$ cat src/exg_pkg.sv
// ****************************************************************
// Constants for the extended pin block
// ****************************************************************
package exg_pkg;

	// Register bus geometry
	localparam int          ADDR_W       = 12;
	localparam int          DATA_W       = 32;

	// Register byte addresses
	localparam logic [11:0] BIDIR_OFS    = 12'h300;
	localparam logic [11:0] XTRA_OFS     = 12'h304;

	// Pin counts
	localparam int          BIDIR_N      = 3;
	localparam int          XTRA_N       = 4;

	// Bidirectional control register field positions
	localparam int          B_DCLR_LSB   = 0;
	localparam int          B_DSET_LSB   = 3;
	localparam int          B_ECLR_LSB   = 6;
	localparam int          B_ESET_LSB   = 9;
	localparam int          B_IN_LSB     = 12;
	localparam int          B_RSVD_LSB   = 15;

	// Extra output/input register field positions
	localparam int          X_DCLR_LSB   = 0;
	localparam int          X_DSET_LSB   = 4;
	localparam int          X_ECLR_LSB   = 8;
	localparam int          X_ESET_LSB   = 12;
	localparam int          X_IN_LSB     = 16;
	localparam int          X_RSVD_LSB   = 20;

	// Values after reset
	localparam logic [2:0]  BIDIR_RST    = 3'h0;
	localparam logic [3:0]  XTRA_RST     = 4'h0;
	localparam logic [31:0] RDATA_RST    = 32'h0000_0000;

	// Depth of the input synchronisers, in cycles
	localparam int          SYNC_CYCLES  = 2;

endpackage : exg_pkg

$ cat src/exg_sc_if.sv
`timescale 1ns/1ps
// ****************************************************************
// Set/clear strobes and stored value of one control vector
// ****************************************************************
interface exg_sc_if #(
	parameter int W = 3
);
	logic [W-1:0] set_mask;
	logic [W-1:0] clr_mask;
	logic [W-1:0] value;

	modport ctl  (output set_mask, output clr_mask, input value);
	modport bank (input set_mask, input clr_mask, output value);
endinterface : exg_sc_if

$ cat src/exg_gpio_top.sv
// The plain strobed port is this design's own decision.
`timescale 1ns/1ps
// Operation
// - A one written to bits 2:0 of the first register clears the data bit of bidir pins 6..4.
// - A one written to bits 5:3 of the first register sets the data bit of bidir pins 6..4.
// - A one written to bits 8:6 of the first register clears the enable of bidir pins 6..4.
// - A one written to bits 11:9 of the first register sets the enable of bidir pins 6..4.
// - Bits 14:12 of the first register read the synchronised levels of bidir pins 6..4.
// - A one written to bits 3:0 of the second register clears the data of output pins 3..0.
// - A one written to bits 7:4 of the second register sets the data of output pins 3..0.
// - A one written to bits 11:8 of the second register clears the enable of output pins.
// - A one written to bits 15:12 of the second register sets the enable of output pins.
// - Bits 19:16 of the second register read the synchronised levels of input pins 3..0.
module exg_gpio_top (
	input  wire logic                     i_clk,
	input  wire logic                     i_sys_rst,
	input  wire logic [exg_pkg::ADDR_W-1:0] i_addr,
	input  wire logic [exg_pkg::DATA_W-1:0] i_wdata,
	input  wire logic                     i_wr,
	input  wire logic                     i_rd,
	output logic      [exg_pkg::DATA_W-1:0] o_rdata,
	input  wire logic [2:0]               i_bpin,
	output logic      [2:0]               o_bpin,
	output logic      [2:0]               o_bpin_oe_n,
	output logic      [3:0]               o_opin,
	output logic      [3:0]               o_opin_oe_n,
	input  wire logic [3:0]               i_ipin
);

	// ****************************************************************
	// State
	// ****************************************************************
	typedef struct packed {
		logic [2:0]  bin_meta;
		logic [2:0]  bin_sync;
		logic [3:0]  iin_meta;
		logic [3:0]  iin_sync;
		logic [31:0] rdata;
		logic [2:0]  bout;
		logic [2:0]  boe_n;
		logic [3:0]  oout;
		logic [3:0]  ooe_n;
	} exg_top_state_type;

	exg_top_state_type st_r;
	exg_top_state_type st_nxt;

	// ****************************************************************
	// Control vector banks
	// ****************************************************************
	exg_sc_if #(.W(exg_pkg::BIDIR_N)) bdat_if ();
	exg_sc_if #(.W(exg_pkg::BIDIR_N)) ben_if  ();
	exg_sc_if #(.W(exg_pkg::XTRA_N))  odat_if ();
	exg_sc_if #(.W(exg_pkg::XTRA_N))  oen_if  ();

	exg_sc_bank #(.W(exg_pkg::BIDIR_N), .RST(exg_pkg::BIDIR_RST)) u_bdat (
		.i_clk     (i_clk),
		.i_sys_rst (i_sys_rst),
		.sc        (bdat_if.bank)
	);

	exg_sc_bank #(.W(exg_pkg::BIDIR_N), .RST(exg_pkg::BIDIR_RST)) u_ben (
		.i_clk     (i_clk),
		.i_sys_rst (i_sys_rst),
		.sc        (ben_if.bank)
	);

	exg_sc_bank #(.W(exg_pkg::XTRA_N), .RST(exg_pkg::XTRA_RST)) u_odat (
		.i_clk     (i_clk),
		.i_sys_rst (i_sys_rst),
		.sc        (odat_if.bank)
	);

	exg_sc_bank #(.W(exg_pkg::XTRA_N), .RST(exg_pkg::XTRA_RST)) u_oen (
		.i_clk     (i_clk),
		.i_sys_rst (i_sys_rst),
		.sc        (oen_if.bank)
	);

	// ****************************************************************
	// Write decode
	// ****************************************************************
	logic wr_bidir;
	logic wr_xtra;

	// Register hit on a write strobe
	assign wr_bidir = i_wr && (i_addr == exg_pkg::BIDIR_OFS);
	assign wr_xtra  = i_wr && (i_addr == exg_pkg::XTRA_OFS);

	assign bdat_if.clr_mask = wr_bidir ? i_wdata[exg_pkg::B_DCLR_LSB +: exg_pkg::BIDIR_N] : '0;
	assign bdat_if.set_mask = wr_bidir ? i_wdata[exg_pkg::B_DSET_LSB +: exg_pkg::BIDIR_N] : '0;
	assign ben_if.clr_mask  = wr_bidir ? i_wdata[exg_pkg::B_ECLR_LSB +: exg_pkg::BIDIR_N] : '0;
	assign ben_if.set_mask  = wr_bidir ? i_wdata[exg_pkg::B_ESET_LSB +: exg_pkg::BIDIR_N] : '0;
	assign odat_if.clr_mask = wr_xtra ? i_wdata[exg_pkg::X_DCLR_LSB +: exg_pkg::XTRA_N] : '0;
	assign odat_if.set_mask = wr_xtra ? i_wdata[exg_pkg::X_DSET_LSB +: exg_pkg::XTRA_N] : '0;
	assign oen_if.clr_mask  = wr_xtra ? i_wdata[exg_pkg::X_ECLR_LSB +: exg_pkg::XTRA_N] : '0;
	assign oen_if.set_mask  = wr_xtra ? i_wdata[exg_pkg::X_ESET_LSB +: exg_pkg::XTRA_N] : '0;

	// ****************************************************************
	// Next state
	// ****************************************************************
	always_comb begin
		st_nxt = st_r;
		// Two-stage synchronisers for pin levels
		st_nxt.bin_meta = i_bpin;
		st_nxt.bin_sync = st_r.bin_meta;
		st_nxt.iin_meta = i_ipin;
		st_nxt.iin_sync = st_r.iin_meta;
		st_nxt.bout  = bdat_if.value & ben_if.value;
		st_nxt.boe_n = ~ben_if.value;
		st_nxt.oout  = odat_if.value & oen_if.value;
		st_nxt.ooe_n = ~oen_if.value;
		// unread and reserved bits stay zero
		st_nxt.rdata = exg_pkg::RDATA_RST;
		if (i_rd && (i_addr == exg_pkg::BIDIR_OFS)) begin
			st_nxt.rdata[exg_pkg::B_DCLR_LSB +: exg_pkg::BIDIR_N] = bdat_if.value;
			st_nxt.rdata[exg_pkg::B_DSET_LSB +: exg_pkg::BIDIR_N] = bdat_if.value;
			st_nxt.rdata[exg_pkg::B_ECLR_LSB +: exg_pkg::BIDIR_N] = ben_if.value;
			st_nxt.rdata[exg_pkg::B_ESET_LSB +: exg_pkg::BIDIR_N] = ben_if.value;
			st_nxt.rdata[exg_pkg::B_IN_LSB +: exg_pkg::BIDIR_N]   = st_r.bin_sync;
		end else if (i_rd && (i_addr == exg_pkg::XTRA_OFS)) begin
			st_nxt.rdata[exg_pkg::X_DCLR_LSB +: exg_pkg::XTRA_N] = odat_if.value;
			st_nxt.rdata[exg_pkg::X_DSET_LSB +: exg_pkg::XTRA_N] = odat_if.value;
			st_nxt.rdata[exg_pkg::X_ECLR_LSB +: exg_pkg::XTRA_N] = oen_if.value;
			st_nxt.rdata[exg_pkg::X_ESET_LSB +: exg_pkg::XTRA_N] = oen_if.value;
			st_nxt.rdata[exg_pkg::X_IN_LSB +: exg_pkg::XTRA_N]   = st_r.iin_sync;
		end
	end

	// State register; pins released at reset
	always_ff @(posedge i_clk) begin
		if (i_sys_rst) begin
			st_r.bin_meta <= exg_pkg::BIDIR_RST;
			st_r.bin_sync <= exg_pkg::BIDIR_RST;
			st_r.iin_meta <= exg_pkg::XTRA_RST;
			st_r.iin_sync <= exg_pkg::XTRA_RST;
			st_r.rdata    <= exg_pkg::RDATA_RST;
			st_r.bout     <= exg_pkg::BIDIR_RST;
			st_r.boe_n    <= ~exg_pkg::BIDIR_RST;
			st_r.oout     <= exg_pkg::XTRA_RST;
			st_r.ooe_n    <= ~exg_pkg::XTRA_RST;
		end else begin
			st_r <= st_nxt;
		end
	end

	// Outputs straight from flops
	assign o_rdata     = st_r.rdata;
	assign o_bpin      = st_r.bout;
	assign o_bpin_oe_n = st_r.boe_n;
	assign o_opin      = st_r.oout;
	assign o_opin_oe_n = st_r.ooe_n;
endmodule : exg_gpio_top

$ cat src/exg_sc_bank.sv
`timescale 1ns/1ps
// ****************************************************************
// Vector of write-one-to-set / write-one-to-clear bits
// ****************************************************************
module exg_sc_bank #(
	parameter int         W   = 3,
	parameter logic [W-1:0] RST = '0
) (
	input  wire logic i_clk,
	input  wire logic i_sys_rst,
	exg_sc_if.bank    sc
);

	typedef struct packed {
		logic [W-1:0] value;
	} exg_bank_state_type;

	exg_bank_state_type st_r;
	exg_bank_state_type st_nxt;

	// Clear first, then set: a set in the same write wins
	always_comb begin
		st_nxt       = st_r;
		st_nxt.value = (st_r.value & ~sc.clr_mask) | sc.set_mask;
	end

	// State register
	always_ff @(posedge i_clk) begin
		if (i_sys_rst) begin
			st_r.value <= RST;
		end else begin
			st_r <= st_nxt;
		end
	end

	assign sc.value = st_r.value;

endmodule : exg_sc_bank

$ cat config.mk
export PLATFORM = sky130hd
export DESIGN_NAME = exg_gpio_top
export DESIGN_NICKNAME = d
export VERILOG_FILES = /design/src/exg_pkg.sv /design/src/exg_sc_if.sv /design/src/exg_gpio_top.sv /design/src/exg_sc_bank.sv
export SDC_FILE = /design/constraint.sdc
export NUM_CORES = 1
export LEC_CHECK = 0
export BUFFER_PORTS_ARGS = -buffer_cell sky130_fd_sc_hd__buf_2
export CAP_MARGIN = 25
export CORE_ASPECT_RATIO = 1.2
export CORE_MARGIN = 5
export CORE_UTILIZATION = 40
export DETAILED_ROUTE_END_ITERATION = 8
export PLACE_DENSITY = 0.64
export SETUP_SLACK_MARGIN = 0.3
export SYNTH_ARGS = -nofsm -noshare
export SYNTH_HDL_FRONTEND = slang
export SYNTH_HIERARCHICAL = 1
export SYNTH_SLANG_ARGS = --single-unit
$ cat constraint.sdc
create_clock -name i_clk -period 2.7 [get_ports i_clk]
set_clock_uncertainty 0.1 [all_clocks]
set_input_delay 0.405 -clock i_clk [delete_from_list [all_inputs] [get_ports i_clk]]
set_output_delay 0.405 -clock i_clk [all_outputs]
set_load 0.02 [all_outputs]
After elaboration in Yosys (flattened, before gate mapping)
Cells that the tools add are included.
{"block": "word_totals", "elab_cells": 49, "output_inout_bits": 46, "inputBits": 55, "register_bits": 74}
{"block": "op_classes", "n_eq_ne": 2, "bitwise": 17, "mux": 10, "reduce_logical": 5}
{"op": "$mux W15", "count": 2}
{"op": "$eq A12 B10 Y1 const B", "count": 2}
{"op": "$mux W4", "count": 4}
{"op": "$and A4 B4 Y4", "count": 3}
{"op": "$mux W3", "count": 4}
{"op": "$not A4 Y4", "count": 3}
{"op": "$and A3 B3 Y3", "count": 3}
{"op": "$not A3 Y3", "count": 3}
{"op": "$or A4 B4 Y4", "count": 2}
{"op": "$or A3 B3 Y3", "count": 2}
{"op": "$logic_and A1 B1 Y1", "count": 4}
{"op": "$reduce_or A3 Y1", "count": 1}
{"op": "$not A1 Y1", "count": 1}

Depth between registers and ports, before layout
Gate-level depths: netlist (run 1).
{"block": "logic_depth", "depth_word": 6, "depth_mapped": 7, "ltp_nobuf": 5}

By module
The synthesis (run 1) kept the hierarchy.
{"module": "exg_gpio_top", "n_inst": 1, "cells_per_inst": 251, "seq_area_each_um2": 960.9, "area_each_um2": 2217.1}
{"module": "exg_sc_bank (u_odat ...)", "n_inst": 2, "cells_per_inst": 16, "seq_area_each_um2": 80.1, "area_each_um2": 140.1}
{"module": "exg_sc_bank (u_bdat ...)", "n_inst": 2, "cells_per_inst": 12, "seq_area_each_um2": 60.1, "area_each_um2": 105.1}

Worst setup path after synthesis (run 1)
Ideal clock, no wire load.
{"block": "synth_timing", "path_type": "input-to-reg", "from": "input port i_addr[5] in the netlist's numbering", "to": "register u_ben/sc.value[0] (netlist name)", "required_ps": 2484, "stages": 6, "n_path_buf": 2, "arrival_ps": 1543, "setup_time_ps": 116, "path_slack_ps": 941, "path_cell_list": "or4_4 buf_6 buf_12 nor4_2 nand2b_1 a21oi_1"}
{"block": "synth_between", "elab_chain_len": 6, "elab_cells_between_ends": 7, "cone_classes": "eq/ne (1); mux (2); bitwise (3); reduce/logical (1)"}
{"element": "from (decl)", "line_no": "exg_gpio_top.sv:17", "text": "input wire logic [exg_pkg::ADDR_W-1:0] i_addr,"}
{"element": "$eq A12 B10 Y1", "line_no": "exg_gpio_top.sv:87", "text": "assign wr_bidir = i_wr && (i_addr == exg_pkg::BIDIR_OFS);"}
{"element": "$logic_and A1 B1 Y1", "line_no": "exg_gpio_top.sv:87"}
{"element": "$mux W3", "line_no": "exg_gpio_top.sv:92", "text": "assign ben_if.clr_mask = wr_bidir ? i_wdata[exg_pkg::B_ECLR_LSB +: exg_pkg::BIDIR_N] : '0;"}
{"element": "net ben_if.clr_mask[0]", "line_no": "exg_sc_if.sv:9", "text": "logic [W-1:0] clr_mask;"}
{"element": "$not A3 Y3", "line_no": "exg_sc_bank.sv:24", "text": "st_nxt.value = (st_r.value & ~sc.clr_mask) | sc.set_mask;"}
{"element": "$and A3 B3 Y3", "line_no": "exg_sc_bank.sv:24"}
{"element": "$or A3 B3 Y3", "line_no": "exg_sc_bank.sv:24"}
The timed path passes the listed nets, and every way through them passes these cells.
A chain may end at the register's enable or synchronous reset.

Final worst setup path (run 1)
{"block": "layout_timing", "from": "input port i_addr[11] in the netlist's numbering", "to": "register u_bdat/sc.value[2] (netlist name)"}
{"block": "layout_between", "elab_chain_len": 6, "elab_cells_between_ends": 7, "cone_classes": "eq/ne (1); mux (2); bitwise (3); reduce/logical (1)"}
{"element": "$eq A12 B10 Y1", "line_no": "exg_gpio_top.sv:87"}
{"element": "$logic_and A1 B1 Y1", "line_no": "exg_gpio_top.sv:87"}
{"element": "$mux W3", "line_no": "exg_gpio_top.sv:90", "text": "assign bdat_if.clr_mask = wr_bidir ? i_wdata[exg_pkg::B_DCLR_LSB +: exg_pkg::BIDIR_N] : '0;"}
{"element": "net bdat_if.clr_mask[2]", "line_no": "exg_sc_if.sv:9"}
{"element": "$not A3 Y3", "line_no": "exg_sc_bank.sv:24"}
{"element": "$and A3 B3 Y3", "line_no": "exg_sc_bank.sv:24"}
{"element": "$or A3 B3 Y3", "line_no": "exg_sc_bank.sv:24"}
The timed path passes the listed nets, and every way through them passes these cells.

==> results of run 1 <==
-- cell usage in the layout, fill, tap and decap left out --
cell	instances
sky130_fd_sc_hd__or4_4	1
sky130_fd_sc_hd__nand2b_1	34
sky130_fd_sc_hd__dfxtp_1	62
sky130_fd_sc_hd__inv_1	21
sky130_fd_sc_hd__and2_0	1
sky130_fd_sc_hd__nor4_4	2
sky130_fd_sc_hd__conb_1	12
sky130_fd_sc_hd__nand3_1	16
sky130_fd_sc_hd__buf_2	72
sky130_fd_sc_hd__nor2b_1	15
sky130_fd_sc_hd__a21oi_1	29
sky130_fd_sc_hd__nor4_1	7
sky130_fd_sc_hd__nor2_1	23
sky130_fd_sc_hd__nor3b_1	1
sky130_fd_sc_hd__clkbuf_8	11
sky130_fd_sc_hd__bufinv_16	3
sky130_fd_sc_hd__nor4_2	9
sky130_fd_sc_hd__clkbuf_1	2
sky130_fd_sc_hd__buf_4	5
sky130_fd_sc_hd__nand4_2	1
sky130_fd_sc_hd__nor4b_2	1
sky130_fd_sc_hd__nand2_1	22
-- registers in the layout, summed over array words and instances (netlist names) --
signal	count
st_nxt	7
u_ben/sc.value	3
u_oen/sc.value	4
o_opin	4
u_odat/sc.value	4
u_bdat/sc.value	3
o_opin_oe_n	4
o_bpin	3
o_rdata	20
st_r	7
o_bpin_oe_n	3
-- power groups by stage --
stage	Sequential, mW	Clock (mW)	Combinational, mW
2_1_floorplan	0.946	0	0.0729
3_3_place_gp	0.946	0	0.104
3_5_place_dp	0.947	0	0.105
4_1_cts	0.926	1.03	0.105
5_1_grt	0.926	1.07	0.115
6_report	0.926	1.01	0.105
-- layout make-up --
cell class / count / area share (%)
Tap cell: 85 / 3.46
Timing Repair Buffer: 77 / 13.0
Inverter: 21 / 2.57
Sequential cell: 62 / 40.4
Multi-Input combinational cell: 174 / 32.5
Clock inverter: 3 / 2.93
Clock buffer: 13 / 5.18
-- worst max-delay path, stage by stage --
cell	delay, ns
sky130_fd_sc_hd__buf_2	0.11
sky130_fd_sc_hd__nor4b_2	0.37
sky130_fd_sc_hd__nand2_1	0.10
sky130_fd_sc_hd__buf_4	0.27
sky130_fd_sc_hd__nor4_2	0.31
sky130_fd_sc_hd__nand2b_1	0.14
sky130_fd_sc_hd__a21oi_1	0.06
-- layer usage --
metal | vias to the layer above | part of all wire (%) | wire (µm) | GRT usage (%)
met5 | - | 0.36 | 20 | 0
met4 | 2 | 1.6 | 87 | 5.12
met3 | 11 | 9.3 | 508 | 6.98
met2 | 65 | 47 | 2600 | 20.3
met1 | 866 | 41 | 2270 | 15.0
li1 | 996 | - | - | -
-- worst min-delay path by stage --
| stage | slack (ns) | startpoint | depth (start not counted) | to |
|---|---|---|---|---|
| floorplan | 0.31 | u_oen/sc.value[0]$_SDFF_PP0_ | 1 | o_opin_oe_n[0]$_SDFF_PP1_ |
| global placement | 0.32 | st_nxt[46]$_SDFF_PP0_ | 1 | st_r[46]$_SDFF_PP0_ |
| detailed placement | 0.32 | st_nxt[47]$_SDFF_PP0_ | 1 | st_r[47]$_SDFF_PP0_ |
| CTS | 0.16 | i_bpin[2] | 2 | st_nxt[56]$_SDFF_PP0_ |
| global route | 0.16 | i_ipin[1] | 2 | st_nxt[47]$_SDFF_PP0_ |
| finish | 0.17 | i_bpin[2] | 2 | st_nxt[56]$_SDFF_PP0_ |
-- kinds of logic after synthesis --
family	share of synthesized area (%)
buffers and inverters	18.9
other	0.138
flip-flops	45.8
AO/OA/AOI/OAI	5.36
AND/OR/NAND/NOR	29.8
==> parameters.txt, run 1 <==
Parameter                              Value

Final layout
  Number of non-filler instances in the completed layout ... 435
  Multi-input gate area ... ~1000 µm²
  Layout overhead on the synthesized area ... 13.4%
  Antenna Diode Count ... 0
  Number of nets in the final layout ... 400
  Share of final-layout standard cells stronger than drive strength 1 ... 30.0%
  Number of fill cells ... about 660
  Utilization of the core after routing ... 47.0%
  Post-route cell area ... 3070 µm²
  Register cell area after layout ... around 1200 µm²

Place
  Inst Count DP ... 419
  Final weighted congestion in routability-driven placement ... 0.759
  Half-perimeter wire length of the detailed placement result ... 3.85 mm
  Total placed instance area ... 2820 µm²
  Worst Setup Slack post-DPL ... 0.732 ns
  Total of buffers placed on input and output ports ... 72

STA
  Tmin final ... 1.66 ns
  Setup Viol. Count Final ... 0
  Highest clock frequency the design can meet ... 604 MHz
  Hold Worst Slack ... ~0.17 ns
  Fin worst setup slack ... 1.04 ns
  Final critical-path share of the clock period ... 61.3%
  Fin Setup TNS ... 0 ns
  Unrepaired setup endpoints after global routing ... no
  Max-slew violation count ... 0
  Number of hold violations in the final report ... 0

Clocking
  Clk sinks ... 62
  Post-cts repair resize count ... 0
  Clk Latency, worst-skew pair ... 0.33 ns
  H-tree depth ... 3
  Clock buffer count from CTS ... 9
  Total setup buffers inserted after CTS ... 0
  Clock tree root buffer cell ... sky130_fd_sc_hd__clkbuf_8
  Worst-path clk slew ... 0.06 ns
  Clock Path Buffers ... 2
  CTS tree ... yes
  CTS Hold Bufs ... 0

Routing
  Wirelength per Cell ... 12.6 µm
  Antenna violation net count after detailed routing ... 0
  Detailed Route Iter0 Violations ... 155
  Number of iterations in the first detailed-routing pass ... 4
  Detailed Route WL ... roughly 5.5 mm
  Remaining DRCs ... 0
  Vias after detailed routing ... 1940
  Number of vias per cell after detailed routing ... 4.46

Power and ir drop
  Sw Pwr ... 0.408 mW
  Worst vdd rail ir drop ... 0.364 mV
  Total power density per cell area ... 663 nW/µm²
  Internal power consumption ... 1.63 mW
  Flop pwr share ... 45.5%
  Sw Share ... 20.1%
  Overall power after layout ... 2.04 mW
  Portion of total power attributed to the clock network ... 49.4%
  Power share of the combinational group ... 5.1%
  Leak pwr ... 1.16 nW

Setup path
  Capturing instance or port of the critical path ... u_bdat/sc.value[2]$_SDFF_PP0_
  Capture point of the worst reg-to-reg path ... o_rdata[11]$_SDFF_PP0_
  CP required ... 2.81 ns
  Worst reg-to-reg setup slack ... 1.86 ns
  Worst-path fanout max ... 33
  CP Launch Type ... input pin
  Category of the most critical setup path ... in -> reg
  Signal arrival time at the worst endpoint ... 1.77 ns
  Worst reg2reg startpoint ... u_ben/sc.value[2]$_SDFF_PP0_
  Worst Reg2Reg Path Length in Cells ... 2
  CP startpoint ... i_addr[11]
  Setup crit end kind ... flip-flop

Logic synthesis
  Number of synthesis warnings ... 6
  Mapped Avg Cell Area ... 8.82 µm²
  Synth Flop Type ... sky130_fd_sc_hd__dfxtp_1
  Cell types with the largest area share after synthesis ... sky130_fd_sc_hd__dfxtp_1, sky130_fd_sc_hd__buf_4, sky130_fd_sc_hd__nand2b_1
  Fraction of the yosys area taken by sequential cells ... between 40% and 50%
  Post-Syn Area ... ~2700 µm²
  Share of async-settable or async-resettable flops after synthesis ... 0%
  Yosys reg bits ... 62
  Post-synthesis cell type with the largest combined area ... sky130_fd_sc_hd__dfxtp_1
  Area share of the largest cell type after synthesis ... 45.8%
  Most used standard cell by instance count after synthesis ... sky130_fd_sc_hd__dfxtp_1
  Number of enable-type register cells in the synthesized netlist ... 0
  Number of distinct standard cells referenced by the synthesized netlist ... 23
  Instance count of the mapped netlist ... between 300 and 400
  Leading cell types by count after synthesis ... sky130_fd_sc_hd__dfxtp_1, sky130_fd_sc_hd__buf_4, sky130_fd_sc_hd__nand2b_1, sky130_fd_sc_hd__a21oi_1, sky130_fd_sc_hd__nor2_1

GRT
  Global routing usage summed across all routing layers ... 13.0%
  Antenna violations before repair ... 1
  Vias in the first global route ... 1761
  Remaining global-route overflow ... 0
  First-pass GRT wire length ... 8.56 mm
  Largest net degree at the start of global routing ... 34

Die
  Initial Util ... 41.5%
  Count of boundary I/O pins ... between 100 and 150
  Chip width ... 85.1 µm
  Placement row count ... 32
  Floorplan Core Area ... 6530 µm²
  Die outline height ... roughly 100 µm
  Total Die Area ... roughly 8500 µm²

Run
  Number of maximum-capacitance violations ... 0

Min path
  Class of the most critical hold timing path ... in -> reg

Outcome
  Status ... finished clean
No activity file was read; power rests on OpenSTA's default activity.
==> run 2, diff against run 1 <==
==> constraint.sdc (replaced) <==
create_clock -name i_clk -period 1.58 [get_ports i_clk]
set_clock_uncertainty 0.1 [all_clocks]
set_input_delay 0.237 -clock i_clk [delete_from_list [all_inputs] [get_ports i_clk]]
set_output_delay 0.237 -clock i_clk [all_outputs]
set_load 0.02 [all_outputs]
==> parameters.txt, run 2 (synthesis results as in run 1) <==
Parameter                              Value

Outcome
  Status ... finished clean

Clocking
  Clock buffer count from CTS ... 9
  CTS tree ... yes
  Clock tree root buffer cell ... sky130_fd_sc_hd__clkbuf_8
  H-tree depth ... 3
  Clk Latency, worst-skew pair ... roughly 0.34 ns
  Worst-path clk slew ... about 0.070 ns
  Clk sinks ... 62
  Clock Path Buffers ... 2

Routing
  Vias after detailed routing ... 2097
  Remaining DRCs ... 0
  Detailed Route WL ... 6.31 mm
  Antenna violation net count after detailed routing ... 0
  Number of vias per cell after detailed routing ... 4.60
  Detailed Route Iter0 Violations ... 65
  Number of iterations in the first detailed-routing pass ... 4
  Wirelength per Cell ... 13.8 µm

Place
  Inst Count DP ... 427
  Half-perimeter wire length of the detailed placement result ... 3.97 mm
  Final weighted congestion in routability-driven placement ... approximately 0.76
  Total of buffers placed on input and output ports ... around 70

Die
  Placement row count ... 32
  Floorplan Core Area ... 6530 µm²
  Chip width ... approximately 85 µm
  Die outline height ... 100 µm
  Initial Util ... 41.5%
  Count of boundary I/O pins ... 101
  Total Die Area ... 8520 µm²

Setup path
  Crit path depth ... 6
  Largest delay share family, worst path ... simple AND/OR/NAND/NOR gates
  Worst reg2reg startpoint ... u_oen/sc.value[3]$_SDFF_PP0_
  Worst-path fanout max ... 7
  Category of the most critical setup path ... in -> reg
  Worst Reg2Reg Path Length in Cells ... 2
  CP cell instances ... buf_8, or4_4, buf_6, nor4_2, nand2b_1, a21oi_1
  Worst reg-to-reg setup slack ... 0.69 ns
  Capture point of the worst reg-to-reg path ... o_rdata[15]$_SDFF_PP0_
  Slowest cell on the critical path ... sky130_fd_sc_hd__or4_4
  CP required ... around 1.7 ns
  Capturing instance or port of the critical path ... u_bdat/sc.value[2]$_SDFF_PP0_
  Worst path buffer plus inverter count ... 2
  Maximum cell stage delay along the critical path ... 0.64 ns
  CP Launch Type ... input pin
  Signal arrival time at the worst endpoint ... between 1 and 1.5 ns
  Setup crit end kind ... flip-flop
  CP startpoint ... i_addr[5]

Final layout
  Share of final-layout standard cells stronger than drive strength 1 ... approximately 42%
  Number of fill cells ... ~600
  Max reg flops ... 20
  Top library cells by usage in the layout, fill and taps aside ... sky130_fd_sc_hd__buf_2, sky130_fd_sc_hd__dfxtp_1, sky130_fd_sc_hd__nand2b_1, sky130_fd_sc_hd__nand2_1, sky130_fd_sc_hd__inv_1
  Number of nets in the final layout ... 421
  Layout overhead on the synthesized area ... 30.3%
  Number of non-filler instances in the completed layout ... roughly 460
  Most common cell after layout, fill and taps aside ... sky130_fd_sc_hd__buf_2
  Utilization of the core after routing ... 54.1%
  Antenna Diode Count ... 0

STA
  Final critical-path share of the clock period ... 85.8%
  Number of hold violations in the final report ... 0
  Highest clock frequency the design can meet ... 738 MHz
  Unrepaired setup endpoints after global routing ... yes
  Hold Worst Slack ... 0.0142 ns
  Max-slew violation count ... 0
  Fin Setup TNS ... 0 ns
  Tmin final ... roughly 1.4 ns
  Setup Viol. Count Final ... 0

GRT
  First-pass GRT wire length ... slightly above 9 mm
  Largest net degree at the start of global routing ... 34
  Vias in the first global route ... between 1500 and 2000
  Remaining global-route overflow ... 0
  Global routing usage summed across all routing layers ... 14.1%
  Antenna violations before repair ... 0

Power and ir drop
  Leak pwr ... 1.32 nW
  Sw Share ... 21.9%
  Portion of total power attributed to the clock network ... 45.3%
  Internal power consumption ... 2.62 mW
  Total power density per cell area ... between 900 and 1000 nW/µm²
  Worst vdd rail ir drop ... 0.642 mV
  Power share of the combinational group ... 7.5%
  Sw Pwr ... approximately 0.74 mW
  Flop pwr share ... a little under half

Min path
  Class of the most critical hold timing path ... in -> reg

Run
  Number of maximum-capacitance violations ... 0
## run 2: cell count changes in the layout (fill, tap and decap cells not counted), sizes merged
cell / previous run / this run
buf: 77 / 90
dlygate4sd3: 0 / 5
clkinv: 0 / 2
bufinv: 3 / 2
clkbuf: 13 / 14
or4: 1 / 2
## run 2: through the flow
| stage | setup WS [ns] | power [mW] | cell area (µm²) |
|---|---|---|---|
| floorplan | 0.0662 | 1.75 | 2850 |
| global placement | -0.0740 | 1.82 | 3010 |
| detailed placement | -0.0787 | 1.82 | 3010 |
| CTS | 0.292 | 3.35 | 3280 |
| global route | 0.222 | 3.48 | 3530 |
| finish | 0.225 | 3.35 | 3530 |
## run 2: repair_timing
item,CTS,global route
cloned,1,2
endpoints found under the setup margin,2,14
gates resized for setup,1,35
hold endpoints to repair,5,0
hold buffers,5,0
setup buffers,0,5
pin swaps,1,24
## run 2: power groups by stage
stage	combinational (mW)	clock, mW	sequential [mW]
after floorplan	0.130	0	1.62
after global routing	0.270	1.63	1.58
after global placement	0.201	0	1.62
after detailed placement	0.204	0	1.62
final	0.251	1.52	1.58
after CTS	0.219	1.55	1.58
## run 2: layer usage
metal	track usage, %	wire, µm	vias to the layer above
met5	0	0	-
met4	6.33	144	0
met3	6.40	505	14
met2	24.4	3340	75
met1	14.5	2320	961
li1	-	-	1047
## run 2: area by class of cell
class,count,area [µm²],share of cell area (%)
Tap cell,85,106,3.01
Timing Repair Buffer,97,687,19.5
Inverter,21,78.8,2.23
Clock buffer,12,145,4.11
Sequential cell,62,1240,35.2
Clock inverter,4,70.1,1.99
Multi-Input combinational cell,175,1200,34.0
## run 2: how the worst min path moves through the flow
stage | start | endpoint | slack, ns | cells past startpoint
2_1_floorplan | i_sys_rst | u_bdat/sc.value[0]$_SDFF_PP0_ | 0.21 | 1
3_3_place_gp | st_nxt[47]$_SDFF_PP0_ | st_r[47]$_SDFF_PP0_ | 0.32 | 1
3_5_place_dp | st_nxt[46]$_SDFF_PP0_ | st_r[46]$_SDFF_PP0_ | 0.32 | 1
4_1_cts | i_ipin[3] | st_nxt[49]$_SDFF_PP0_ | 0.008 | 2
5_1_grt | i_ipin[3] | st_nxt[49]$_SDFF_PP0_ | 0.003 | 2
6_report | i_bpin[1] | st_nxt[55]$_SDFF_PP0_ | 0.01 | 2
==> run 3, diff against run 2 <==
--- a/config.mk
+++ b/config.mk
@@ -12,7 +12,6 @@
 export CORE_UTILIZATION = 40
 export DETAILED_ROUTE_END_ITERATION = 8
 export PLACE_DENSITY = 0.64
-export SETUP_SLACK_MARGIN = 0.3
 export SYNTH_ARGS = -nofsm -noshare
 export SYNTH_HDL_FRONTEND = slang
 export SYNTH_HIERARCHICAL = 1
==> parameters.txt, run 3 (synthesis results as in run 1) <==
Parameter                              Value

Clocking
  Clock tree root buffer cell ... sky130_fd_sc_hd__clkbuf_8
  H-tree depth ... 3
  CTS tree ... yes
  Clk Latency, worst-skew pair ... 0.34 ns
  Clk sinks ... 62
  Worst-path clk slew ... 0.06 ns
  Clock Path Buffers ... 2
  Clock buffer count from CTS ... 9

Power and ir drop
  Portion of total power attributed to the clock network ... between 40% and 50%
  Power share of the combinational group ... under 10%
  Sw Pwr ... roughly 0.70 mW
  Leak pwr ... 1.23 nW
  Flop pwr share ... between 40% and 50%
  Internal power consumption ... 2.48 mW
  Total power density per cell area ... 992 nW/µm²
  Worst vdd rail ir drop ... 0.652 mV
  Sw Share ... 21.9%

Place
  Final weighted congestion in routability-driven placement ... around 0.75
  Half-perimeter wire length of the detailed placement result ... 3.93 mm
  Total of buffers placed on input and output ports ... 72
  Worst Setup Slack post-DPL ... -0.124 ns

STA
  Setup Viol. Count Final ... 0
  Final critical-path share of the clock period ... 86.3%
  Highest clock frequency the design can meet ... 734 MHz
  Max-slew violation count ... 0
  Unrepaired setup endpoints after global routing ... no
  Number of hold violations in the final report ... 0
  Fin worst setup slack ... roughly 0.22 ns
  Tmin final ... approximately 1.4 ns
  Hold Worst Slack ... 0.0169 ns

Routing
  Vias after detailed routing ... 1997
  Remaining DRCs ... 0
  Antenna violation net count after detailed routing ... 0
  Detailed Route WL ... 5.38 mm
  Detailed Route Iter0 Violations ... 106
  Wirelength per Cell ... 11.9 µm
  Number of iterations in the first detailed-routing pass ... 5
  Number of vias per cell after detailed routing ... about 4.4

GRT
  Antenna violations before repair ... 0
  Remaining global-route overflow ... 0
  First-pass GRT wire length ... between 8 and 9 mm
  Largest net degree at the start of global routing ... 40
  Global routing usage summed across all routing layers ... 13.6%
  Vias in the first global route ... 1950

Min path
  Class of the most critical hold timing path ... in -> reg

Final layout
  Number of fill cells ... 645
  Top library cells by usage in the layout, fill and taps aside ... sky130_fd_sc_hd__buf_2, sky130_fd_sc_hd__dfxtp_1, sky130_fd_sc_hd__nand2b_1, sky130_fd_sc_hd__a21oi_1, sky130_fd_sc_hd__nor2_1
  Share of final-layout standard cells stronger than drive strength 1 ... 32.2%
  Max reg flops ... 20
  Antenna Diode Count ... 0
  Most common cell after layout, fill and taps aside ... sky130_fd_sc_hd__buf_2
  Number of nets in the final layout ... 417
  Utilization of the core after routing ... 49.0%
  Layout overhead on the synthesized area ... 18.2%

Setup path
  CP Launch Type ... input pin
  Worst reg-to-reg setup slack ... 0.74 ns
  Category of the most critical setup path ... in -> reg
  CP required ... 1.72 ns
  Worst-path fanout max ... 13
  Signal arrival time at the worst endpoint ... 1.50 ns
  Setup crit end kind ... flip-flop

Die
  Chip width ... 85.1 µm
  Placement row count ... 32
  Count of boundary I/O pins ... 101
  Floorplan Core Area ... 6530 µm²
  Initial Util ... 41.5%
  Die outline height ... 100 µm
  Total Die Area ... about 8500 µm²

Outcome
  Status ... finished clean

Run
  Number of maximum-capacitance violations ... 0
run 3: cell types whose count changed in the layout (fill, tap and decap cells not counted), moves of 3 or more:
cell                       delta
sky130_fd_sc_hd__nand3_1     +11
sky130_fd_sc_hd__a21oi_2     -13
sky130_fd_sc_hd__nand2b_4     -3
sky130_fd_sc_hd__nor2_1       +4
sky130_fd_sc_hd__nor4_4       -3
sky130_fd_sc_hd__buf_2        +3
sky130_fd_sc_hd__nand3_2     -11
sky130_fd_sc_hd__buf_6        -5
sky130_fd_sc_hd__nor2_2       -4
sky130_fd_sc_hd__a21oi_1     +13
sky130_fd_sc_hd__buf_4        +4
sky130_fd_sc_hd__nand2b_1     +3
run 3: final timing paths:
check	start	endpoint	depth (start not counted)
max reg2reg	u_ben/sc.value[2]$_SDFF_PP0_	o_rdata[11]$_SDFF_PP0_	2
min	i_bpin[1]	st_nxt[55]$_SDFF_PP0_	2
min reg2reg	st_r[46]$_SDFF_PP0_	o_rdata[16]$_SDFF_PP0_	2
max	i_addr[5]	o_rdata[18]$_SDFF_PP0_	4
run 3: cell type report:
class                           instances  area [µm²]  share of cell area, %
Inverter                               21        78.8                   2.46
Clock buffer                           12         155                   4.85
Multi-Input combinational cell        174         997                   31.2
Timing Repair Buffer                   94         576                   18.0
Tap cell                               85         106                   3.32
Clock inverter                          4        45.0                   1.41
Sequential cell                        62        1240                   38.8
run 3: layer usage:
layer  part of all wire, %  up-vias  GRT usage [%]
met1                    40      894           14.8
met3                   9.3        9           6.81
met4                   1.4        0           5.12
met2                    50       63           22.7
met5                     0        -              0
li1                      -     1031              -
run 3: repair_timing:
action                                 4_1_cts  5_1_grt
setup buffers                                0        0
gates resized for setup                      0        0
endpoints found under the hold margin        5        0
hold buffers                                 5        0
run 3: power by group through the flow:
stage | combinational (mW) | sequential [mW] | clock, mW
2_1_floorplan | 0.125 | 1.62 | 0
3_3_place_gp | 0.198 | 1.62 | 0
3_5_place_dp | 0.200 | 1.62 | 0
4_1_cts | 0.210 | 1.58 | 1.42
5_1_grt | 0.230 | 1.58 | 1.49
6_report | 0.209 | 1.58 | 1.38
run 3: critical path, stage by stage:
cell and delay (ns):
sky130_fd_sc_hd__buf_2 0.12, sky130_fd_sc_hd__or4_4 0.67, sky130_fd_sc_hd__buf_4 0.21, sky130_fd_sc_hd__nor4_1 0.27
run 3: stage by stage:
step                      TNS (ns)  cell area, µm²  power (mW)  cells
after global routing             0            3200        3.31    452
after CTS                        0            3200        3.21    452
after detailed placement     -1.12            2950        1.82    431
final                            0            3200        3.17    452
after floorplan                  0            2750        1.74    318
after global placement       -1.02            2950        1.82    431
